## src/bsp_pkg.sv

```systemverilog
package bsp_pkg;
  localparam int BURST_LEN     = 4;
  localparam int LANE_W        = 9;
  localparam int DATA_W_WIDE   = 36;
  localparam int DATA_W_NARROW = 18;
  // address lines select a whole four-beat burst
  localparam int ADDR_W_WIDE   = 17;
  localparam int ADDR_W_NARROW = 18;
  localparam int LAT_DLL_ON    = 2;
  localparam int LAT_DLL_OFF   = 1;
  localparam int CLK_PERIOD_NS = 10;
  localparam int K_PERIOD_NS   = 40;
  localparam int K_DIV         = K_PERIOD_NS / CLK_PERIOD_NS;
  localparam int CMD_FIFO_DEPTH = 16;
  localparam int WR_SLOTS      = 5;
  localparam int RD_PIPE_W     = 8;
  typedef enum logic [1:0] {RS_IDLE, RS_FIRST, RS_SECOND} bsp_rseq_t;
endpackage : bsp_pkg

```

## src/bsp_link_if.sv

```systemverilog
`timescale 1ns/10ps
interface bsp_link_if #(
  parameter int DATA_W = 36,
  parameter int ADDR_W = 17
);
  localparam int LANES = DATA_W / bsp_pkg::LANE_W;
  logic              k_clk;
  logic              k_clk_n;
  logic [ADDR_W-1:0] address_lines;
  logic              rd_sel_n;
  logic              wr_sel_n;
  logic [DATA_W-1:0] wr_data;
  logic [LANES-1:0]  byte_lane_mask_n;
  logic              dll_on;
  logic [DATA_W-1:0] rd_data;
  logic              echo_strobe;
  logic              echo_strobe_inverted;
  logic              output_valid_flag;

  modport mem (
    input  k_clk, k_clk_n, address_lines, rd_sel_n, wr_sel_n, wr_data,
    input  byte_lane_mask_n, dll_on,
    output rd_data, echo_strobe, echo_strobe_inverted, output_valid_flag
  );
  modport ctrl (
    output k_clk, k_clk_n, address_lines, rd_sel_n, wr_sel_n, wr_data,
    output byte_lane_mask_n, dll_on,
    input  rd_data, echo_strobe, echo_strobe_inverted, output_valid_flag
  );
endinterface : bsp_link_if

```

## src/bsp_fifo.sv

```systemverilog
`timescale 1ns/10ps
module bsp_fifo #(
  parameter int W     = 8,
  parameter int DEPTH = 16
) (
  input  wire logic         i_clk,
  input  wire logic         i_resetn,
  input  wire logic         i_in_valid,
  output logic              o_in_ready,
  input  wire logic [W-1:0] i_in_data,
  output logic              o_out_valid,
  input  wire logic         i_out_ready,
  output logic [W-1:0]      o_out_data
);
  localparam int AW = $clog2(DEPTH);

  if (DEPTH < 2 || (1 << AW) != DEPTH || W < 1)
  begin : g_bad_param
    $error("fifo depth must be a power of two of at least 2");
  end

  logic [W-1:0] mem_ff [DEPTH];
  logic [AW:0]  wp_ff;
  logic [AW:0]  rp_ff;
  wire          push = i_in_valid && o_in_ready;
  wire          pop  = o_out_valid && i_out_ready;

  assign o_in_ready  = (wp_ff - rp_ff) != (AW+1)'(DEPTH);
  assign o_out_valid = wp_ff != rp_ff;
  assign o_out_data  = mem_ff[rp_ff[AW-1:0]];

  always_ff @(posedge i_clk)
  begin
    if (push)
      mem_ff[wp_ff[AW-1:0]] <= i_in_data;
  end

  always_ff @(posedge i_clk)
  begin
    if (!i_resetn)
    begin
      wp_ff <= '0;
      rp_ff <= '0;
    end
    else
    begin
      wp_ff <= wp_ff + (AW+1)'(push);
      rp_ff <= rp_ff + (AW+1)'(pop);
    end
  end
endmodule : bsp_fifo

```

## src/bsp_host.sv

```systemverilog
`timescale 1ns/10ps
module bsp_host #(
  parameter int DATA_W = 36,
  parameter int ADDR_W = 17
) (
  input  wire logic                    i_clk,
  input  wire logic                    i_resetn,
  input  wire logic                    i_dll_on,
  input  wire logic                    i_cmd_valid,
  output logic                         o_cmd_ready,
  input  wire logic                    i_cmd_wr,
  input  wire logic [ADDR_W-1:0]       i_cmd_addr,
  input  wire logic [4*DATA_W-1:0]     i_cmd_data,
  input  wire logic [4*DATA_W/9-1:0]   i_cmd_mask_n,
  output logic                         o_rd_valid,
  output logic [4*DATA_W-1:0]          o_rd_data,
  bsp_link_if.ctrl                     link
);
  localparam int LANES = DATA_W / bsp_pkg::LANE_W;
  localparam int NB    = bsp_pkg::BURST_LEN;
  localparam int NS    = bsp_pkg::WR_SLOTS;
  localparam int CW    = 1 + ADDR_W + NB*LANES + NB*DATA_W;

  if (bsp_pkg::K_DIV != 4 || DATA_W % bsp_pkg::LANE_W != 0)
  begin : g_bad_param
    $error("host phases need k at a quarter of i_clk");
  end

  logic              f_valid;
  logic              pop;
  logic [CW-1:0]     f_data;
  logic [1:0]        ph_ff;
  logic              rslot_ff;
  logic              k_ff;
  logic              kn_ff;
  logic              rd_n_ff;
  logic              wr_n_ff;
  logic [ADDR_W-1:0] addr_ff;
  logic [DATA_W-1:0] d_ff;
  logic [LANES-1:0]  bw_ff;
  logic              dll_ff;
  logic [DATA_W-1:0] wsd_ff [NS];
  logic [LANES-1:0]  wsm_ff [NS];
  logic [DATA_W-1:0] nxt_wsd [NS];
  logic [LANES-1:0]  nxt_wsm [NS];
  logic [bsp_pkg::RD_PIPE_W-1:0] rpipe_ff;
  logic [DATA_W-1:0] rbuf_ff [NB-1];

  bsp_fifo #(.W(CW), .DEPTH(bsp_pkg::CMD_FIFO_DEPTH)) u_cmd_fifo (
    .i_clk       (i_clk),
    .i_resetn    (i_resetn),
    .i_in_valid  (i_cmd_valid),
    .o_in_ready  (o_cmd_ready),
    .i_in_data   ({i_cmd_wr, i_cmd_addr, i_cmd_mask_n, i_cmd_data}),
    .o_out_valid (f_valid),
    .i_out_ready (pop),
    .o_out_data  (f_data)
  );

  wire [1:0]        nxt_ph   = ph_ff + 2'h1;
  wire              opp      = !ph_ff[0];
  wire              cmd_slot = ph_ff == 2'h2;
  wire              f_wr     = f_data[CW-1];
  wire [ADDR_W-1:0] f_addr   = f_data[CW-2 -: ADDR_W];
  // strict alternation; a head of the wrong kind waits a slot
  assign pop = cmd_slot && f_valid && (f_wr != rslot_ff);
  wire              wload    = pop && f_wr;
  wire              rissue   = pop && !f_wr;
  wire [2:0]        rfirst   = dll_ff ? 3'h4 : 3'h2;

  // slot 0 drives now; a write fills slots 1..4, skipping one half
  for (genvar i = 0; i < NS; i++)
  begin : g_slot
    if (i == 0)
    begin : g_head
      assign nxt_wsd[i] = wsd_ff[1];
      assign nxt_wsm[i] = wsm_ff[1];
    end
    else
    begin : g_body
      assign nxt_wsd[i] = wload ? f_data[(i-1)*DATA_W +: DATA_W] :
                          (i < NS-1) ? wsd_ff[(i+1)%NS] : '0;
      assign nxt_wsm[i] = wload ? f_data[NB*DATA_W + (i-1)*LANES +: LANES] :
                          (i < NS-1) ? wsm_ff[(i+1)%NS] : '1;
    end
  end

  always_ff @(posedge i_clk)
  begin
    if (!i_resetn)
    begin
      ph_ff    <= 2'h0;
      k_ff     <= 1'b1;
      kn_ff    <= 1'b0;
      rslot_ff <= 1'b1;
      rd_n_ff  <= 1'b1;
      wr_n_ff  <= 1'b1;
      addr_ff  <= '0;
      dll_ff   <= 1'b0;
      d_ff     <= '0;
      bw_ff    <= '1;
      rpipe_ff <= '0;
      o_rd_valid <= 1'b0;
      for (int i = 0; i < NS; i++)
      begin
        wsd_ff[i] <= '0;
        wsm_ff[i] <= '1;
      end
    end
    else
    begin
      ph_ff  <= nxt_ph;
      k_ff   <= !nxt_ph[1];
      kn_ff  <= nxt_ph[1];
      dll_ff <= i_dll_on;
      o_rd_valid <= opp && rpipe_ff[rfirst + 3'h3];
      if (cmd_slot)
      begin
        rslot_ff <= !rslot_ff;
        rd_n_ff  <= !rissue;
        wr_n_ff  <= !wload;
        if (pop)
          addr_ff <= f_addr;
      end
      if (opp)
      begin
        d_ff     <= wsd_ff[0];
        bw_ff    <= wsm_ff[0];
        rpipe_ff <= {rpipe_ff[bsp_pkg::RD_PIPE_W-2:0], rissue};
        for (int i = 0; i < NS; i++)
        begin
          wsd_ff[i] <= nxt_wsd[i];
          wsm_ff[i] <= nxt_wsm[i];
        end
      end
    end
  end

  // q is sampled a quarter k period after each edge that launched it
  always_ff @(posedge i_clk)
  begin
    if (!i_resetn)
      o_rd_data <= '0;
    else if (opp)
    begin
      for (int j = 0; j < NB-1; j++)
        if (rpipe_ff[rfirst + 3'(j)])
          rbuf_ff[j] <= link.rd_data;
      if (rpipe_ff[rfirst + 3'h3])
        o_rd_data <= {link.rd_data, rbuf_ff[2], rbuf_ff[1], rbuf_ff[0]};
    end
  end

  assign link.k_clk            = k_ff;
  assign link.k_clk_n          = kn_ff;
  assign link.rd_sel_n         = rd_n_ff;
  assign link.wr_sel_n         = wr_n_ff;
  assign link.address_lines    = addr_ff;
  assign link.wr_data          = d_ff;
  assign link.byte_lane_mask_n = bw_ff;
  assign link.dll_on           = dll_ff;
endmodule : bsp_host

```

## src/flat_wrapper.sv

```systemverilog
// flat-port wrapper written by rule: the top's interface ports become plain ports
module bsp_host_flat 
#(
  parameter int DATA_W = 36,
  parameter int ADDR_W = 17
)
  (i_clk, i_resetn, i_dll_on, i_cmd_valid, o_cmd_ready, i_cmd_wr, i_cmd_addr, i_cmd_data, i_cmd_mask_n, o_rd_valid, o_rd_data, link_k_clk, link_k_clk_n, link_address_lines, link_rd_sel_n, link_wr_sel_n, link_wr_data, link_byte_lane_mask_n, link_dll_on, link_rd_data, link_echo_strobe, link_echo_strobe_inverted, link_output_valid_flag);
  bsp_link_if #(.DATA_W(DATA_W), .ADDR_W(ADDR_W)) link_i ();
  input  wire logic i_clk;
  input  wire logic i_resetn;
  input  wire logic i_dll_on;
  input  wire logic i_cmd_valid;
  output logic o_cmd_ready;
  input  wire logic i_cmd_wr;
  input  wire logic [ADDR_W-1:0] i_cmd_addr;
  input  wire logic [4*DATA_W-1:0] i_cmd_data;
  input  wire logic [4*DATA_W/9-1:0] i_cmd_mask_n;
  output logic o_rd_valid;
  output logic [4*DATA_W-1:0] o_rd_data;
  output wire logic [$bits(link_i.k_clk)-1:0] link_k_clk;
  output wire logic [$bits(link_i.k_clk_n)-1:0] link_k_clk_n;
  output wire logic [$bits(link_i.address_lines)-1:0] link_address_lines;
  output wire logic [$bits(link_i.rd_sel_n)-1:0] link_rd_sel_n;
  output wire logic [$bits(link_i.wr_sel_n)-1:0] link_wr_sel_n;
  output wire logic [$bits(link_i.wr_data)-1:0] link_wr_data;
  output wire logic [$bits(link_i.byte_lane_mask_n)-1:0] link_byte_lane_mask_n;
  output wire logic [$bits(link_i.dll_on)-1:0] link_dll_on;
  input wire logic [$bits(link_i.rd_data)-1:0] link_rd_data;
  input wire logic [$bits(link_i.echo_strobe)-1:0] link_echo_strobe;
  input wire logic [$bits(link_i.echo_strobe_inverted)-1:0] link_echo_strobe_inverted;
  input wire logic [$bits(link_i.output_valid_flag)-1:0] link_output_valid_flag;
  assign link_k_clk = link_i.k_clk;
  assign link_k_clk_n = link_i.k_clk_n;
  assign link_address_lines = link_i.address_lines;
  assign link_rd_sel_n = link_i.rd_sel_n;
  assign link_wr_sel_n = link_i.wr_sel_n;
  assign link_wr_data = link_i.wr_data;
  assign link_byte_lane_mask_n = link_i.byte_lane_mask_n;
  assign link_dll_on = link_i.dll_on;
  assign link_i.rd_data = link_rd_data;
  assign link_i.echo_strobe = link_echo_strobe;
  assign link_i.echo_strobe_inverted = link_echo_strobe_inverted;
  assign link_i.output_valid_flag = link_output_valid_flag;
  bsp_host #(.DATA_W(DATA_W), .ADDR_W(ADDR_W)) u_core (.i_clk(i_clk), .i_resetn(i_resetn), .i_dll_on(i_dll_on), .i_cmd_valid(i_cmd_valid), .o_cmd_ready(o_cmd_ready), .i_cmd_wr(i_cmd_wr), .i_cmd_addr(i_cmd_addr), .i_cmd_data(i_cmd_data), .i_cmd_mask_n(i_cmd_mask_n), .o_rd_valid(o_rd_valid), .o_rd_data(o_rd_data), .link(link_i));
endmodule
```

## config.mk

```make
export PLATFORM = sky130hd
export DESIGN_NAME = bsp_host_flat
export DESIGN_NICKNAME = d
export VERILOG_FILES = /design/src/bsp_pkg.sv /design/src/bsp_link_if.sv /design/src/bsp_fifo.sv /design/src/bsp_host.sv /design/src/flat_wrapper.sv
export SDC_FILE = /design/constraint.sdc
export NUM_CORES = 2
export LEC_CHECK = 0
export BUFFER_PORTS_ARGS = -buffer_cell sky130_fd_sc_hd__buf_2
export CAP_MARGIN = 20
export CORE_UTILIZATION = 65
export DETAILED_ROUTE_END_ITERATION = 12
export PLACE_DENSITY = 0.83
export SYNTH_ARGS = -nofsm -noshare
export SYNTH_HDL_FRONTEND = slang
export SYNTH_SLANG_ARGS = --single-unit
```

## constraint.sdc

```tcl
create_clock -name i_clk -period 43.9 [get_ports i_clk]
set_input_delay 2.195 -clock i_clk [delete_from_list [all_inputs] [get_ports i_clk]]
set_output_delay 2.195 -clock i_clk [all_outputs]
set_load 0.01 [all_outputs]
```

# Word-level counts from Yosys, hierarchy flattened
# Memories as Yosys holds them, arrays and structs flattened. A register that Yosys moved wholly into a read port is not among the register bits.
# Index checks and enable logic that the tools add are counted.
# classes
bitwise_logic	11
addsub	7
eq_ne	4
magnitude_cmp	4
muxes	46
n_reduce_logical	22
# ops
operator	n
$mux 36	9
$mux 4	10
$mux 1	22
$lt 3x4->1 const B	4
$logic_not 1->1	13
$bmux 1 s3	4
$add 5x1->5	2
$or 1x1->1	10
$logic_and 1x1->1	7
$add 3x2->3 const B	2
$ne 5x5->1	1
$ne 5x5->1 const B	1
$sub 5x5->5	1
$reduce_and 2->1	2
$add 3x1->3 const B	1
$mux 3	1
$add 2x1->2 const B	1
$eq 2x2->1 const B	1
$ne 1x1->1	1
$not 1->1	1
# word_totals
ramBits	3156
reg_bits	188
output_inout_bits	208
n_memories	4
elab_cells	111
input_bits	221
# memory_table
memory	depth	width	read_ports	rd_ports_with_merged_regs	wr	line	text
u_core.u_cmd_fifo.mem_ff	16	178	1	1	1	bsp_fifo.sv:22	logic [W-1:0] mem_ff [DEPTH];
u_core.wsd_ff	5	36	5	1	5	bsp_host.sv:42	logic [DATA_W-1:0] wsd_ff [NS];
u_core.rbuf_ff	3	36	3	3	3	bsp_host.sv:47	logic [DATA_W-1:0] rbuf_ff [NB-1];
u_core.wsm_ff	5	4	5	1	5	bsp_host.sv:43	logic [LANES-1:0] wsm_ff [NS];

# Depth between registers and ports, before layout
# logic_depth
ltp_word	8
depth_mapped	16
depth_no_buf	12

# By module
# A second synthesis with hierarchy kept.
# hier_totals
hier_cells	5716
hier_area_um2	127220.8
# modules_own_cells
mod	cells_each	n_inst	area_per_inst_um2
bsp_fifo	4025	1	107306.7
bsp_host	1691	1	19914.1

# Least setup slack after synthesis
# Ideal clock, no wire load.
# synth_path
path_type	input to register
start	input port i_cmd_valid
end	memory u_core.u_cmd_fifo.mem_ff[0][0] (netlist name) (enable)
path_stages	2
required_ns	42.687
path_buffers	1
arrival_ns	20.642
slack_ns	22.045
cell_sequence	clkbuf_1 > nor4b_1
# synth_via
elab_chain_len	3
# synth_rtl
item	line	text
from (decl)	flat_wrapper.sv:12	input wire logic i_cmd_valid;
$logic_and 1x1->1	bsp_fifo.sv:25	wire push = i_in_valid && o_in_ready;
$mux 1	bsp_fifo.sv:34	if (push)
$mux 1 (not written as such)	bsp_fifo.sv:35	mem_ff[wp_ff[AW-1:0]] <= i_in_data;
to (decl)	bsp_fifo.sv:22	
# No other way between the ends.

# Worst setup path after layout
# layout_path
start	register u_core.u_cmd_fifo.rp_ff[3]
end	output port o_cmd_ready
# layout_via
elab_chain_len	2
# layout_rtl
item	line	text
from (decl)	bsp_fifo.sv:24	logic [AW:0] rp_ff;
from (signal assigned)	bsp_fifo.sv:48	rp_ff <= rp_ff + (AW+1)'(pop);
$sub 5x5->5	bsp_fifo.sv:28	assign o_in_ready = (wp_ff - rp_ff) != (AW+1)'(DEPTH);
$ne 5x5->1	bsp_fifo.sv:28	
to (decl)	flat_wrapper.sv:13	output logic o_cmd_ready;
# No other way between the ends.

==> results by group <==
Min path
  • Hold path cells: 2
  • WHS Endpoint: u_core.o_rd_data[103]
  • Hold Crit Class: flop to flop
  • Hold Crit Start: u_core.o_rd_data[103]

Synth
  • Area share of the largest cell type after synthesis: 74.9%
  • Flops & latches, synth: 3383
  • Area leader, netlist: edfxtp_1
  • Post-synthesis sequential area ratio: 78.5%
  • Post-synth EDFFs: 3156
  • Dominant cells by area after synthesis: edfxtp_1 (75%), mux4_2 (13%), dfxtp_1 (3.6%)
  • Count leader, synth: edfxtp_1
  • Synth warn: 0
  • Cells after synthesis: 6040
  • Syn Area/Cell: 20.9 sq um
  • Synth Flop Type: edfxtp_1
  • Syn Std Cell Area: 0.126 sq mm
  • Async SR Flop Fraction: 0%
  • Post-synth top cells: edfxtp_1 (3156), mux4_2 (750), nand2_1 (684), a22oi_1 (231), dfxtp_1 (227)
  • Netlist cell types: 43
  • Syn Nets: 6270

STA
  • Worst Tran Pin Value: 1.31 ns
  • RSZ-0062 raised after global routing: no
  • Slew HR: 12.7%
  • Final Skew: 0.0575 ns
  • Final Max Slew Viols: 0
  • Endpoints failing hold: 0
  • Setup WS post-layout: 37.28 ns
  • F_max: 151 MHz
  • Tmin final: 6.62 ns
  • Period utilization: 15.1%
  • Setup violations, final: 0
  • Setup tns final: 0 ns

Global route
  • Vias in the first global route: 68400
  • Largest net degree at the start of global routing: 139
  • GRT overflow: 0
  • Antenna violations before repair: 89
  • Total Routing Usage GR: 34.5%
  • First-pass GRT wire length: 479000 microns

Clock tree
  • Root Buffer: clkbuf_16
  • Post-CTS sizing: 0
  • Skew-Pair Late Insertion Delay: 0.96 ns
  • Clock slew at reported path FFs: 0.06 ns
  • Hold buffer count at CTS: 0
  • TritonCTS Buffers: 333
  • Max Buffers Root-to-Sink: 4
  • CTS tree: yes
  • CTS HTree Levels: 5
  • TritonCTS Sinks: 3383
  • Post-CTS Setup Inserts: 0

Detailed routing
  • DRC errors left: 0
  • Vias/cell: 7.12
  • Drt total wl: 337000 microns
  • Via count: 66900
  • First-pass DRT Iterations: 9
  • Post-route ant nets: 0
  • Iteration-0 DRC Markers: 11100
  • Routed length per instance: 35.8 microns

Worst setup path
  • WS Path Type: flop to primary output
  • R2R Path Start: u_core.u_cmd_fifo.rp_ff[0]
  • Critical path launch point type: flop
  • Arrival @ worst endpoint: 4.43 ns
  • Crit path capture type: primary output
  • CP required: 41.70 ns
  • R2R setup slack: 37.59 ns
  • Worst R2R Path Depth: 11
  • End of the worst register-to-register path: u_core.wsd_ff[2][22]
  • CP Max Fanout: 31

Floorplan
  • Core ar.: 0.193 sq mm
  • Boundary Pins: 429
  • Die width: 443 microns
  • Row count: 161
  • Die height: 443 microns
  • Die area: 0.196 sq mm
  • Starting Density: 65.5%

Layout
  • Layout cells sized above 1: 26.1%
  • Final nets: 6786
  • Finished Core Util: 73.7%
  • Final std cells w/o fill: 9401
  • Layout area overhead: 12.4%

Place
  • Placement Setup Slack: 37.23 ns
  • PortBufs: 425
  • Gpl congestion: 0.773
  • DP Cell Count: 8744
  • HPWL Detailed: 152000 microns

Power
  • Max IR drop VDD: 0.0407 mV
  • Pwr Density: 46.6 mW/mm^2
  • Power Total: 6.62 mW
  • Pleak: 45.2 nW

Job
  • # Max-Cap Violations: 0

Run status
  • Outcome: finished clean
## how the worst max path moves through the flow
stage	slack [ns]	depth (start not counted)	start	endpoint
6_report	37.28	9	u_core.u_cmd_fifo.rp_ff[3]	o_cmd_ready
5_1_grt	37.09	11	u_core.u_cmd_fifo.rp_ff[0]	u_core.wsd_ff[1][27]
4_1_cts	37.14	10	u_core.u_cmd_fifo.rp_ff[0]	u_core.wsd_ff[2][22]
3_5_place_dp	37.23	10	u_core.u_cmd_fifo.rp_ff[0]	u_core.wsd_ff[2][22]
3_3_place_gp	37.29	10	u_core.u_cmd_fifo.rp_ff[0]	u_core.wsd_ff[2][22]
2_1_floorplan	22.05	2	i_cmd_valid	u_core.u_cmd_fifo.mem_ff[0][0]
## through the flow
| step | instance area (sq um) | hold slack [ns] |
|---|---|---|
| floorplan | 126000 | 0.434 |
| global placement | 131000 | 0.442 |
| detailed placement | 131000 | 0.452 |
| CTS | 142000 | 0.461 |
| global route | 142000 | 0.468 |
| finish | 142000 | 0.459 |
## cells in the final DEF, fill, tap and decap left out, types with 5 or more instances in the layout
master      instances
clkbuf_1           79
edfxtp_1         3156
buf_2             424
diode_2            66
inv_1               7
and2_1             48
and3_1             36
a22oi_1           231
nand2_1           682
clkinv_2           60
buf_12             18
ha_1                9
xnor2_1             5
clkinv_1           58
clkinvlp_4          8
bufinv_16          28
dfxtp_1           223
or3_1              20
clkbuf_8            8
clkbuf_16         341
nor2_4              5
nand2b_1            7
mux4_2            750
buf_4              86
nor2_1             22
nor4b_2            12
nor2b_1            45
a21boi_0          145
a21oi_1           120
mux2i_1            97
o22ai_1            19
nand3_1             6
## registers in the layout (all words and copies together), names as in the netlist, 8 cells and up
| signal | count |
|---|---|
| u_core.link.address_lines | 17 |
| u_core.link.wr_data | 36 |
| u_core.u_cmd_fifo.mem_ff | 2848 |
| u_core.o_rd_data | 144 |
| u_core.rbuf_ff | 108 |
| u_core.rpipe_ff | 8 |
| u_core.wsm_ff | 20 |
| u_core.wsd_ff | 180 |
## cell families after synthesis
| family | share of synthesized area (%) |
|---|---|
| compound gates | 2.84 |
| xor+xnor | 0.0752 |
| fa+ha+maj | 0.0891 |
| buf+inv | 1.20 |
| flops | 78.5 |
| mux | 14.1 |
| simple gates | 3.13 |
## power by group
group          total [mW]  internal [mW]  switching [mW]
Clock                2.81           1.60            1.21
Sequential           3.59           3.57          0.0212
Combinational       0.213         0.0745           0.138
## critical path, stage by stage (launching register included)
cell	delay [ns]
dfxtp_1	1.01
inv_4	0.54
ha_1	0.53
nor2_1	0.20
xor2_1	0.25
nand3_1	0.14
a21oi_2	0.13
buf_4	0.31
inv_1	0.17
buf_2	0.18
## layer usage
| metal | global-route usage [%] | wire length (microns) |
|---|---|---|
| met2 | 56.4 | 169000 |
| met5 | 0 | 226 |
| met3 | 7.12 | 39300 |
| met1 | 43.0 | 109000 |
| met4 | 20.6 | 19200 |
## final cells by class
cell class / instances / area (sq um)
flip-flops and latches: 3383 / 99300
fillers: 9789 / 50800
multi-input cells: 2297 / 25800
clock buffers: 428 / 8940
repair buffers: 532 / 3220
well taps: 2526 / 3160
clock inverters: 160 / 1500
diodes: 66 / 165
inverters: 9 / 36.3
Note: power is estimated with default switching activity, not from simulation.
